`config.mk`:
```
export PLATFORM = sky130hd
export DESIGN_NAME = rx_gain_tx_shaping_regs
export DESIGN_NICKNAME = d
export VERILOG_FILES = /design/src/design/rx_gain_tx_shaping_pkg.sv /design/src/design/auto_gain_loop.sv /design/src/design/rx_gain_tx_shaping_regs.sv
export VERILOG_INCLUDE_DIRS = /design/src /design/src/design
export SDC_FILE = /design/constraint.sdc
export NUM_CORES = 1
export LEC_CHECK = 0
export BUFFER_PORTS_ARGS = -buffer_cell sky130_fd_sc_hd__buf_2
export CORE_MARGIN = 1
export CORE_UTILIZATION = 35
export DETAILED_ROUTE_END_ITERATION = 12
export GPL_ROUTABILITY_DRIVEN = 0
export PLACE_DENSITY = 0.6
export SYNTH_ARGS = -nofsm -noshare
export SYNTH_HDL_FRONTEND = slang
export SYNTH_SLANG_ARGS = --single-unit
export TNS_END_PERCENT = 10
```
`constraint.sdc`:
```
create_clock -name sys_clk -period 2.6 [get_ports sys_clk]
set_input_delay 0.26 -clock sys_clk [delete_from_list [all_inputs] [get_ports sys_clk]]
set_output_delay 0.26 -clock sys_clk [all_outputs]
set_load 0.01 [all_outputs]
```
`src/design/rx_gain_tx_shaping_defs.svh`:
```
/*
 register offsets, reset values, field positions and table defaults for the
 receive gain / transmit shaping register bank. assumes byte-wide register port.
*/
`ifndef RX_GAIN_TX_SHAPING_DEFS_SVH
`define RX_GAIN_TX_SHAPING_DEFS_SVH

`define OFS_GAIN_MANUAL_OVERRIDE 7'h69
`define OFS_GAIN_LOOP_TUNING     7'h6a
`define OFS_TX_SHAPING_COEF_IDX  7'h6b
`define OFS_TX_SHAPING_COEF_VAL  7'h6c
`define OFS_TX_POWER_LEVEL       7'h6d
`define OFS_TX_RATE_HIGH         7'h6e
`define OFS_TX_RATE_LOW          7'h6f
`define OFS_TX_MOD_CTRL          7'h70

`define RST_GAIN_MANUAL_OVERRIDE 8'h20
`define RST_GAIN_LOOP_TUNING     8'h9d
`define RST_TX_POWER_LEVEL       4'h8
`define RST_TX_RATE_HIGH         8'h0a
`define RST_TX_RATE_LOW          8'h3d
`define RST_TX_MOD_CTRL          6'h00
`define RST_COEF_INDEX           3'h0

`define COEF_DEF_0 6'h01
`define COEF_DEF_1 6'h03
`define COEF_DEF_2 6'h06
`define COEF_DEF_3 6'h0a
`define COEF_DEF_4 6'h0f
`define COEF_DEF_5 6'h13
`define COEF_DEF_6 6'h14

`define BIT_AUTO_GAIN_ON       5
`define BIT_FRONT_AMP_GAIN_SEL 4
`define BIT_GAIN_IGNORE_PRE    7
`define BIT_SLOW_GAIN_RISE     6
`define BIT_RX_SWITCH_CTRL_EN  3
`define BIT_TX_RATE_SCALE      5

`define VAR_AMP_MAX_CODE   4'h8
`define SLOW_RISE_DIV      4'hf
`define GAIN_MAX           5'h18

`endif

```
`src/design/rx_gain_tx_shaping_pkg.sv`:
```
/*
 types for the register bank: gain fields and the register port bundle.
 assumes the defs header is included where constants are needed.
*/
package rx_gain_tx_shaping_pkg;
   typedef struct packed {
      logic       front_amp_gain_sel;
      logic [3:0] var_amp_gain;
   } gain_setting_t;

   typedef struct packed {
      logic       wr_en;
      logic       rd_en;
      logic [6:0] addr;
      logic [7:0] wdata;
   } reg_access_t;

   typedef struct packed {
      logic       gain_ignore_preamble;
      logic       slow_gain_rise;
      logic [3:0] front_gain_comp;
      logic [1:0] comp_ref_adjust;
   } gain_loop_cfg_t;

   typedef enum logic [1:0] {
      GAIN_HOLD = 2'b00,
      GAIN_UP   = 2'b01,
      GAIN_DOWN = 2'b10
   } gain_step_t;
endpackage

```
`src/design/auto_gain_loop.sv`:
```
/*
 automatic gain loop: steps a five-bit gain code up or down from strength
 hints. assumes hint inputs are already on sys_clk.
*/
`timescale 1ns/1ps
`include "rx_gain_tx_shaping_defs.svh"

module auto_gain_loop
   import rx_gain_tx_shaping_pkg::*;
(
   input  wire logic           sys_clk,
   input  wire logic           rst,
   input  wire logic           enable,
   input  wire gain_loop_cfg_t cfg,
   input  wire logic           preamble_seen,
   input  wire logic           signal_high,
   input  wire logic           signal_low,
   output gain_setting_t       gain
);
   logic [3:0] rise_cnt;
   gain_step_t step;
   logic       frozen;

   // while preamble_seen is high the gain is held, unless told to ignore it
   assign frozen = preamble_seen & ~cfg.gain_ignore_preamble;

   always_comb begin
      if (!enable || frozen)
         step = GAIN_HOLD;
      else if (signal_high)
         step = GAIN_DOWN;
      else if (signal_low)
         step = GAIN_UP;
      else
         step = GAIN_HOLD;
   end

   // rise pacing only; reductions stay immediate
   always_ff @(posedge sys_clk) begin
      if (rst || step != GAIN_UP || rise_cnt == `SLOW_RISE_DIV)
         rise_cnt <= 4'h0;
      else
         rise_cnt <= rise_cnt + 4'h1;
   end

   always_ff @(posedge sys_clk) begin
      if (rst) begin
         gain <= '0;
      end else begin
         unique case (step)
            GAIN_DOWN: begin
               if (gain.var_amp_gain != 4'h0)
                  gain.var_amp_gain <= gain.var_amp_gain - 4'h1;
               else
                  gain.front_amp_gain_sel <= 1'b0;
            end
            GAIN_UP: begin
               if (!cfg.slow_gain_rise || rise_cnt == `SLOW_RISE_DIV) begin
                  if (!gain.front_amp_gain_sel)
                     gain.front_amp_gain_sel <= 1'b1;
                  else if (gain.var_amp_gain < `VAR_AMP_MAX_CODE)
                     gain.var_amp_gain <= gain.var_amp_gain + 4'h1;
               end
            end
            GAIN_HOLD: ;
            default: ;
         endcase
      end
   end
endmodule

```
`src/design/rx_gain_tx_shaping_regs.sv`:
```
/*
 byte-wide register bank 0x69..0x70: receive gain, gain loop options,
 transmit shaping coefficient table, transmit power and rate words.
 assumes a single-cycle register port on sys_clk already decoded by the host
 interface, and radio hints synchronous to sys_clk except tx_mode_active.
*/
// What this block does
// - with auto gain on, loop runs and its gain reads back in bits 4:0
// - with auto gain off, software-written bits 4:0 drive the applied gain
// - front amp select: 0 gives 5 dB minimum, 1 gives 25 dB maximum
// - variable amp code steps 3 dB from 0 dB, topping out at 24 dB
// - first gain register resets to 0x20, auto gain on, overrides zero
// - ignore-preamble bit makes the gain loop disregard preamble detection
// - slow rise bit slows gain increase, gain decrease speed unchanged
// - four-bit compensation smooths signal strength across front amp switching
// - second gain register resets to 0x9d
// - three-bit index picks one entry of the shaping coefficient table for 0 to 6; index 7 picks none
// - value register reads or replaces the indexed six-bit coefficient
// - table defaults 1,3,6,10,15,19,20 for indices 0 to 6
// - rx switch output high in transmit when enabled, else always low
// - three-bit power code, 000 is -8 dBm, 111 is +13 dBm
// - rate = 1000*word/2^16 kbps, or /2^21 with scale bit set
// - rate upper byte is read-write, resets to 0x0a
// - rate lower byte is read-write, resets to 0x3d, giving 40 kbps
`timescale 1ns/1ps
`include "rx_gain_tx_shaping_defs.svh"

module rx_gain_tx_shaping_regs
   import rx_gain_tx_shaping_pkg::*;
#(
   parameter int COEF_COUNT = 7,
   parameter int COEF_WIDTH = 6
)
(
   input  wire logic        sys_clk,
   input  wire logic        rst,
   input  wire reg_access_t reg_req,
   output logic [7:0]       reg_rdata,
   output logic             reg_rvalid,
   input  wire logic        tx_mode_active,
   input  wire logic        preamble_seen,
   input  wire logic        signal_high,
   input  wire logic        signal_low,
   input  wire logic [7:0]  rssi_raw,
   output gain_setting_t    applied_gain,
   output logic [7:0]       rssi_comp,
   output logic             rx_switch_ctrl,
   output logic [2:0]       tx_power_code,
   output logic [15:0]      tx_rate_word,
   output logic             tx_rate_scale,
   output logic [COEF_COUNT*COEF_WIDTH-1:0] shaping_coefs
);
   // index decode and read mux are sized for seven six-bit entries only
   if (COEF_COUNT != 7 || COEF_WIDTH != 6) begin : g_bad_table
      $error("coefficient table must be 7 entries of 6 bits");
   end

   logic           auto_gain_on;
   gain_setting_t  manual_gain;
   gain_setting_t  loop_gain;
   gain_loop_cfg_t loop_cfg;
   logic [2:0]     coef_index;
   logic [COEF_WIDTH-1:0] coef_table [COEF_COUNT];
   logic           rx_switch_ctrl_en;
   logic [7:0]     rate_high;
   logic [7:0]     rate_low;
   logic [5:0]     mod_ctrl_low;
   logic           tx_mode_meta;
   logic           tx_mode_sync;
   logic           wr;
   logic [7:0]     next_rdata;
   logic [7:0]     comp_term;
   logic [8:0]     comp_sum;
   logic           wr_gain_ovr;
   logic           wr_loop_tune;
   logic           wr_coef_idx;
   logic           wr_coef_val;
   logic           wr_power;
   logic           wr_rate_hi;
   logic           wr_rate_lo;
   logic           wr_mod_ctrl;

   // reset bytes held as named constants so single fields can be picked out
   localparam logic [7:0] gain_ovr_rst = `RST_GAIN_MANUAL_OVERRIDE;
   localparam logic [3:0] power_rst    = `RST_TX_POWER_LEVEL;

   assign wr = reg_req.wr_en;

   // one strobe per register; an unmapped offset raises none, so that write vanishes
   always_comb begin
      wr_gain_ovr  = 1'b0;
      wr_loop_tune = 1'b0;
      wr_coef_idx  = 1'b0;
      wr_coef_val  = 1'b0;
      wr_power     = 1'b0;
      wr_rate_hi   = 1'b0;
      wr_rate_lo   = 1'b0;
      wr_mod_ctrl  = 1'b0;
      if (wr) begin
         unique case (reg_req.addr)
            `OFS_GAIN_MANUAL_OVERRIDE: wr_gain_ovr  = 1'b1;
            `OFS_GAIN_LOOP_TUNING:     wr_loop_tune = 1'b1;
            `OFS_TX_SHAPING_COEF_IDX:  wr_coef_idx  = 1'b1;
            `OFS_TX_SHAPING_COEF_VAL:  wr_coef_val  = 1'b1;
            `OFS_TX_POWER_LEVEL:       wr_power     = 1'b1;
            `OFS_TX_RATE_HIGH:         wr_rate_hi   = 1'b1;
            `OFS_TX_RATE_LOW:          wr_rate_lo   = 1'b1;
            `OFS_TX_MOD_CTRL:          wr_mod_ctrl  = 1'b1;
            default:                   ;
         endcase
      end
   end

   // pin input, two stages before use
   always_ff @(posedge sys_clk) begin
      if (rst) begin
         tx_mode_meta <= 1'b0;
         tx_mode_sync <= 1'b0;
      end else begin
         tx_mode_meta <= tx_mode_active;
         tx_mode_sync <= tx_mode_meta;
      end
   end

   // gain override register
   always_ff @(posedge sys_clk) begin
      if (rst) begin
         auto_gain_on <= gain_ovr_rst[`BIT_AUTO_GAIN_ON];
         manual_gain  <= gain_setting_t'(gain_ovr_rst[4:0]);
      end else if (wr_gain_ovr) begin
         auto_gain_on <= reg_req.wdata[`BIT_AUTO_GAIN_ON];
         manual_gain  <= gain_setting_t'(reg_req.wdata[4:0]);
      end
   end

   // gain loop tuning register
   always_ff @(posedge sys_clk) begin
      if (rst)
         loop_cfg <= gain_loop_cfg_t'(`RST_GAIN_LOOP_TUNING);
      else if (wr_loop_tune)
         loop_cfg <= gain_loop_cfg_t'(reg_req.wdata);
   end

   auto_gain_loop u_auto_gain_loop (
      .sys_clk       (sys_clk),
      .rst           (rst),
      .enable        (auto_gain_on),
      .cfg           (loop_cfg),
      .preamble_seen (preamble_seen),
      .signal_high   (signal_high),
      .signal_low    (signal_low),
      .gain          (loop_gain)
   );

   // front amp at 25 dB adds 20 dB; with it at 5 dB, comp lifts strength by that step
   assign comp_term = {2'b00, loop_cfg.front_gain_comp, 2'b00};
   assign comp_sum  = applied_gain.front_amp_gain_sel ? {1'b0, rssi_raw}
                                                      : {1'b0, rssi_raw} + {1'b0, comp_term};

   always_ff @(posedge sys_clk) begin
      if (rst) begin
         applied_gain <= '0;
         rssi_comp    <= 8'h00;
      end else begin
         applied_gain <= auto_gain_on ? loop_gain : manual_gain;
         rssi_comp    <= comp_sum[8] ? 8'hff : comp_sum[7:0];
      end
   end

   // coefficient index
   always_ff @(posedge sys_clk) begin
      if (rst)
         coef_index <= `RST_COEF_INDEX;
      else if (wr_coef_idx)
         coef_index <= reg_req.wdata[2:0];
   end

   // coefficient table, one entry per generate slice
   function automatic logic [COEF_WIDTH-1:0] coef_default(input int idx);
      case (idx)
         0:       coef_default = `COEF_DEF_0;
         1:       coef_default = `COEF_DEF_1;
         2:       coef_default = `COEF_DEF_2;
         3:       coef_default = `COEF_DEF_3;
         4:       coef_default = `COEF_DEF_4;
         5:       coef_default = `COEF_DEF_5;
         default: coef_default = `COEF_DEF_6;
      endcase
   endfunction

   for (genvar i = 0; i < COEF_COUNT; i++) begin : g_coef
      always_ff @(posedge sys_clk) begin
         if (rst)
            coef_table[i] <= coef_default(i);
         else if (wr_coef_val && coef_index == 3'(i))
            coef_table[i] <= reg_req.wdata[COEF_WIDTH-1:0];
      end
      always_ff @(posedge sys_clk) begin
         if (rst)
            shaping_coefs[i*COEF_WIDTH +: COEF_WIDTH] <= coef_default(i);
         else
            shaping_coefs[i*COEF_WIDTH +: COEF_WIDTH] <= coef_table[i];
      end
   end

   // power register
   always_ff @(posedge sys_clk) begin
      if (rst) begin
         rx_switch_ctrl_en <= power_rst[`BIT_RX_SWITCH_CTRL_EN];
         tx_power_code     <= power_rst[2:0];
      end else if (wr_power) begin
         rx_switch_ctrl_en <= reg_req.wdata[`BIT_RX_SWITCH_CTRL_EN];
         tx_power_code     <= reg_req.wdata[2:0];
      end
   end

   always_ff @(posedge sys_clk) begin
      if (rst)
         rx_switch_ctrl <= 1'b0;
      else
         rx_switch_ctrl <= rx_switch_ctrl_en & tx_mode_sync;
   end

   // rate word bytes and the scale bit
   always_ff @(posedge sys_clk) begin
      if (rst)
         rate_high <= `RST_TX_RATE_HIGH;
      else if (wr_rate_hi)
         rate_high <= reg_req.wdata;
   end

   always_ff @(posedge sys_clk) begin
      if (rst)
         rate_low <= `RST_TX_RATE_LOW;
      else if (wr_rate_lo)
         rate_low <= reg_req.wdata;
   end

   // scale bit kept with its neighbours so the word here is complete
   always_ff @(posedge sys_clk) begin
      if (rst)
         mod_ctrl_low <= `RST_TX_MOD_CTRL;
      else if (wr_mod_ctrl)
         mod_ctrl_low <= reg_req.wdata[5:0];
   end

   always_ff @(posedge sys_clk) begin
      if (rst) begin
         tx_rate_word  <= {`RST_TX_RATE_HIGH, `RST_TX_RATE_LOW};
         tx_rate_scale <= 1'b0;
      end else begin
         tx_rate_word  <= {rate_high, rate_low};
         tx_rate_scale <= mod_ctrl_low[`BIT_TX_RATE_SCALE];
      end
   end

   // read mux; reserved bits return zero
   always_comb begin
      next_rdata = 8'h00;
      unique case (reg_req.addr)
         `OFS_GAIN_MANUAL_OVERRIDE:
            next_rdata = {2'b00, auto_gain_on,
                          auto_gain_on ? loop_gain : manual_gain};
         `OFS_GAIN_LOOP_TUNING:    next_rdata = loop_cfg;
         `OFS_TX_SHAPING_COEF_IDX: next_rdata = {5'h00, coef_index};
         `OFS_TX_SHAPING_COEF_VAL: begin
            if (32'(coef_index) < COEF_COUNT)
               next_rdata = {2'b00, coef_table[coef_index]};
         end
         `OFS_TX_POWER_LEVEL:
            next_rdata = {4'h0, rx_switch_ctrl_en, tx_power_code};
         `OFS_TX_RATE_HIGH:        next_rdata = rate_high;
         `OFS_TX_RATE_LOW:         next_rdata = rate_low;
         `OFS_TX_MOD_CTRL:         next_rdata = {2'b00, mod_ctrl_low};
         default:                  next_rdata = 8'h00;
      endcase
   end

   always_ff @(posedge sys_clk) begin
      if (rst) begin
         reg_rdata  <= 8'h00;
         reg_rvalid <= 1'b0;
      end else begin
         reg_rdata  <= reg_req.rd_en ? next_rdata : 8'h00;
         reg_rvalid <= reg_req.rd_en;
      end
   end
endmodule

```
Word level (Yosys, flattened, before mapping):

Memories as Yosys holds them, arrays and structs flattened. A register that Yosys moved wholly into a read port is not among the register bits.
Cells that the tools add are included.

* add/subtract/negate cells: 4
* multipliers: 0
* divide/modulo/power cells: 0
* order comparisons: 2
* equality and inequality tests: 23
* shifts and indexed selects: 0
* multiplexer cells: 62
* bitwise operators: 11
* reduce and logical (&&, ||, !) cells: 19

Operator list (number)
* 8-bit case mux with 8 select lines: 1
* 7-bit equality test, second input constant: 8
* 6-bit two-way mux: 8
* 1-bit two-way mux: 41
* 4-bit two-way mux: 3
* 5-bit two-way mux: 2
* 2-bit by 1-bit != test with 1-bit output, second input constant: 5
* 5-bit case mux with 2 select lines: 1
* 8-bit by 6-bit adder with 9-bit output: 1
* 3-bit equality test, second input constant: 3
* 9-bit two-way mux: 1
* 4-bit by 1-bit adder with 4-bit output, second input constant: 2
* 8-bit two-way mux: 1
* 1-bit logical AND: 7
* 1-bit OR: 7
* 3-bit by 2-bit equality test with 1-bit output, second input constant: 2
* 3-bit two-way mux: 2
* 5-bit AND reduction: 1
* 4-bit equality test, second input constant: 1
* 1-bit logical OR: 4
* 4-bit < comparator, second input constant: 1
* 2-bit two-way mux: 2
* 4-bit nonzero test: 1
* 4-bit by 1-bit subtractor with 4-bit output, second input constant: 1
* other kinds (12): 15

* flip-flop bits (word level): 94
* bits in latches: 0
* memory bits (writable): 42
* memory bits (read-only): 0
* output and inout port bits: 85
* memories kept: 1

Memories
* coef_table: depth 7, width 6, read ports 8, clocked after memory_dff 8, write ports 7, line rx_gain_tx_shaping_regs.sv:63 `logic [COEF_WIDTH-1:0] coef_table [COEF_COUNT];`

Longest topological paths before layout:

* word-level depth: 8
* gate-level depth with buffers: 11
* depth with buffers taken out: 11

By module:

Synthesis repeated with hierarchy kept, for this count alone.

* cells, all modules: 670
* area total of the unflattened synthesis: 7428.4 µm²

Modules (own cells, without submodules)
* rx_gain_tx_shaping_regs: instances 1, cells an instance 604, area an instance 6836.6 µm²
* auto_gain_loop: instances 1, cells an instance 66, area an instance 591.8 µm²

Worst setup path after synthesis:

No wires, ideal clock.

* kind: reg-to-reg
* start point: register auto_gain_on
* end point: register u_auto_gain_loop.gain[3] in the netlist's numbering
* library setup time: 0.086 ns
* arrival time: 2.194 ns
* required time: 2.514 ns
* path slack: 0.321 ns
* stages on the path, launching flop included: 11
* period minus slack after synthesis: 2.279 ns
* path through: dfxtp_1 > clkbuf_1 > o21ai_0 > nor3b_1 > ha_1 > inv_1 > ha_1 > a21o_1 > a21oi_1 > xnor2_1 > a211oi_1

* cells in the longest elaborated chain, start to end: 6
* elaborated cells on any way between the ends: 12

RTL lines
* start: declaration: line rx_gain_tx_shaping_regs.sv:58 `logic auto_gain_on;`
* start signal: assignment: line rx_gain_tx_shaping_regs.sv:128 `` auto_gain_on <= gain_ovr_rst[`BIT_AUTO_GAIN_ON]; ``
* start signal: assignment: line rx_gain_tx_shaping_regs.sv:131 `` auto_gain_on <= reg_req.wdata[`BIT_AUTO_GAIN_ON]; ``
* 1-bit logical NOT *: line auto_gain_loop.sv:28 `if (!enable || frozen)`
* 1-bit logical OR *: line auto_gain_loop.sv:28
* 2-bit two-way mux *: line auto_gain_loop.sv:28
* 2-bit by 1-bit equality test with 1-bit output / 2-bit equality test (equally long branches): line auto_gain_loop.sv:50 `unique case (step)`
* 2-bit by 1-bit != test with 1-bit output (no source line) / 2-bit nonzero test (equally long branches)
* 5-bit AND reduction (no source line)
* end: declaration: line auto_gain_loop.sv:18 `output gain_setting_t gain`

Every way passes the cells marked *; elsewhere a longest branch is shown, timed or not.
A chain may end at the register's enable or synchronous reset.

Worst setup path in the final report:

* start point: register loop_cfg[7] in the netlist's numbering
* end point: register u_auto_gain_loop.gain[3] in the netlist's numbering

* cells in the longest elaborated chain, start to end: 7
* elaborated cells on any way between the ends: 13

RTL lines
* start: declaration: line rx_gain_tx_shaping_regs.sv:61 `gain_loop_cfg_t loop_cfg;`
* start signal: assignment: line rx_gain_tx_shaping_regs.sv:139 `` loop_cfg <= gain_loop_cfg_t'(`RST_GAIN_LOOP_TUNING); ``
* start signal: assignment: line rx_gain_tx_shaping_regs.sv:141 `loop_cfg <= gain_loop_cfg_t'(reg_req.wdata);`
* 1-bit inverter *: line auto_gain_loop.sv:25 `assign frozen = preamble_seen & ~cfg.gain_ignore_preamble;`
* 1-bit bitwise AND *: line auto_gain_loop.sv:25
* 1-bit logical OR *: line auto_gain_loop.sv:28
* 2-bit two-way mux *: line auto_gain_loop.sv:28
* 2-bit by 1-bit equality test with 1-bit output / 2-bit equality test (equally long branches): line auto_gain_loop.sv:50
* 2-bit by 1-bit != test with 1-bit output (no source line) / 2-bit nonzero test (equally long branches)
* 5-bit AND reduction (no source line)

Marked as above.

==> qor.txt <==
Largest net degree at the start of global routing: 47
Pwr Density: 680.8 nW/µm²
Max FO, Critical Path: 5
Cells after synthesis: 655
Fmax: 459.2 MHz
Worst-path clk slew: 0.07 ns
Layout area overhead: 19.73%
CTS buffer count: 17
Total die area: 20960 µm²
Crit end category: flip-flop
Post-synth cell types: 57
Root buffer cell: clkbuf_16
Final setup viols: 0
Antenna-violating nets left: 0
Comb pwr share: 7.4%
CP startpoint: loop_cfg[7]$_SDFFE_PP1P_
RR Startpoint: loop_cfg[7]$_SDFFE_PP1P_
Fillcell total: 1907
CP Cell Sequence: o21ai_0 -> nor3b_1 -> ha_1 -> inv_1 -> ha_1 -> a21o_1 -> a21oi_1 -> xnor2_1 -> a211oi_1
Final period utilization: 83.76%
Xor and xnor area share after synthesis: 0.8592%
Fin cells: 1041
Hold buffers post-CTS: 0
Number of synthesized flops with an enable pin: 42
Largest area contributor in the netlist: dfxtp_1
Count leader, synth: dfxtp_1
Worst-Margin Slew: 0.6859 ns
Adder-cell share of the synthesized area: 2.315%
Fin crit period: 2.178 ns
Critical path startpoint category: flip-flop
Worst Skew: 0.008855 ns
Detailed Route WL: 16.85 mm
R2R Setup Slk: 0.42 ns
Synth Net Count: 698
DR vias/cell: 4.792
Switch share: 23.90%
Seq pwr share: 51.5%
Synth Area in Compound Gates: 6.961%
Share of layout cells above drive strength 1: 25.68%
Post-synthesis cell area: 7136 µm²
Row count: 51
Commonest cells post-synth: dfxtp_1, mux2i_1, nor2_1, edfxtp_1, nor2b_1
FF+latch area: 4044 µm²
Finished Core Util: 43.33%
Cells after DPL: 1008
Final Max Tran Viols: 0
Sequential area share after synthesis: 56.67%
Die height: 144.8 µm
Total grt overflow: 0
Worst VDD drop: 0.0004317 V
Worst EP arrival: 2.52 ns
Simple-gate share of the synthesized area: 19.52%
# IOs: 116
Fin Hold WS: 0.05358 ns
Slew margin rel.: 54.00%
Vias in the first global route: 4692
#FFs+latches synth: 181
Internal Power: 4.426 mW
Main combinational cell family by area after synthesis: simple AND/OR/NAND/NOR gates
Final hold violation count: 0
Net count, final: 805
Clock network fraction of total power: 41.0%
Detailed Place HPWL: 12.09 mm
Placed Area: 7989 µm²
Setup_tns: 0 ns
CP Class: flip-flop to flip-flop
Worst hold path startpoint: rssi_raw[6]
Multi-input gate area: 2855 µm²
Area of the core: 19720 µm²
Synthesis warning total: 0
Cell area after layout: 8543 µm²
Worst Path Required: 2.95 ns
Switching power total: 1.390 mW
Yosys top cell area share: 39.00%
Critical path's slowest cell: dfxtp_1
Iter 0 DRT Violations: 259
DR WL/cell: 16.19 µm
RSZ-0062 raised after global routing: no
Post_cts resized: 0
Port Buffer Count: 115
Global-route wire length before repair: 26.07 mm
Post-synthesis mux area share: 10.36%
CP bufs+invs: 1
Predominant post-synthesis flop cell: dfxtp_1
Largest stage delay on the critical path: 0.38 ns
TritonCTS clock tree: done
Initial Utilization: 36.19%
Max Root-Sink Buffers: 2
Crit path max-delay family: compound AO/OA/AOI/OAI gates
Max cap viols: 0
Status: completed
Latest clock arrival within the worst-skew pair: 0.43 ns
Syn_area_per_cell: 10.89 µm²
Pre-Repair DR Iteration Count: 4
Dpl ws: 0.4169 ns
Setup Fix Bufs, Post-CTS: 0
GRT Util Overall: 16.78%
HP Class: input pin to flip-flop
Ys async rst share: 0%
Die X: 144.8 µm
Cell repeated most along the worst path: ha_1
Initial antenna violation count: 1
DRC: 0
Via count: 4988
P_leak: 3.441 nW
H-tree Lvls: 4
Ranking of synthesized cells by area: dfxtp_1, edfxtp_1, mux2i_1
Sink Count: 181
Total Power: 5.816 mW
Slack of the critical path: 0.4223 ns
## cells by family after synthesis
family | count (synthesis)
AND/OR/NAND/NOR | 250
flip-flops | 181
AO/OA/AOI/OAI | 77
multiplexers | 71
buffers and inverters | 57
adder cells (fa/ha/maj) | 12
XOR/XNOR | 7
## power by group through the flow
stage | combinational [mW] | clock [mW] | sequential (mW)
after floorplan | 0.260 | 0 | 3.07
after global routing | 0.477 | 2.57 | 3.01
after global placement | 0.427 | 0 | 3.06
final | 0.432 | 2.39 | 3.00
after CTS | 0.435 | 2.44 | 3.00
after detailed placement | 0.433 | 0 | 3.06
## worst paths after layout
path / cells past startpoint / to
worst max register to register: 9 / u_auto_gain_loop.gain[3]$_SDFFE_PP0P_
worst max-delay path: 9 / u_auto_gain_loop.gain[3]$_SDFFE_PP0P_
worst min-delay path: 2 / rssi_comp[6]$_SDFF_PP0_
worst min register to register: 1 / tx_mode_sync$_SDFF_PP0_
## layout make-up
cell class              instances  area share, %
diodes                          1        0.02929
clock buffers                  21          5.390
clock inverters                11          1.069
inverters                      12         0.5272
multi-input cells             417          33.42
flip-flops and latches        181          47.33
well taps                     265          3.881
repair buffers                133          8.348
## worst reg2reg max path, delay by kind of cell, from the launching register on
family / cells / cell delay, ns
simple gates: 1 / 0.31
flops: 1 / 0.38
fa+ha+maj: 2 / 0.54
compound gates: 4 / 0.68
buf+inv: 1 / 0.11
xor+xnor: 1 / 0.08
## cells in the final DEF, fill, tap and decap left out, types with 3 or more instances in the layout
cell type / instances
nand2b_1: 10
nand3_1: 20
buf_4: 19
a22oi_1: 4
nor2b_1: 42
mux2_2: 3
a21oi_1: 25
nor2_1: 50
nor3b_1: 4
a21o_1: 3
o31ai_1: 4
or3_1: 13
inv_1: 12
ha_1: 10
mux2i_1: 66
nand2_1: 34
clkinv_4: 3
a211oi_1: 5
inv_6: 4
and3_1: 3
o21ai_0: 12
edfxtp_1: 42
nor3_1: 3
or2_0: 4
and2_1: 29
dfxtp_1: 139
a32oi_1: 3
o22ai_1: 7
buf_2: 114
xnor2_1: 5
or2_2: 24
clkbuf_16: 17
## routing by layer
layer,up-vias,GRT usage (%),part of all wire [%]
met4,0,6.094,1.9
li1,2469,-,-
met5,-,0,0
met1,2360,22.43,48
met2,136,26.11,45
met3,23,4.278,5.1
## flip-flops by register name, indices dropped and copies added, names as in the netlist, 3 cells and up, named ones only
| signal | count |
|---|---|
| mod_ctrl_low | 6 |
| applied_gain | 5 |
| u_auto_gain_loop.rise_cnt | 4 |
| manual_gain | 5 |
| rssi_comp | 8 |
| rate_high | 8 |
| coef_index | 3 |
| loop_cfg | 4 |
| tx_rate_word | 16 |
| tx_power_code | 3 |
| rate_low | 8 |
| shaping_coefs | 42 |
| u_auto_gain_loop.gain | 5 |
| coef_table | 42 |
| comp_term | 4 |
| reg_rdata | 8 |
No activity file was read; power rests on OpenSTA's default activity.
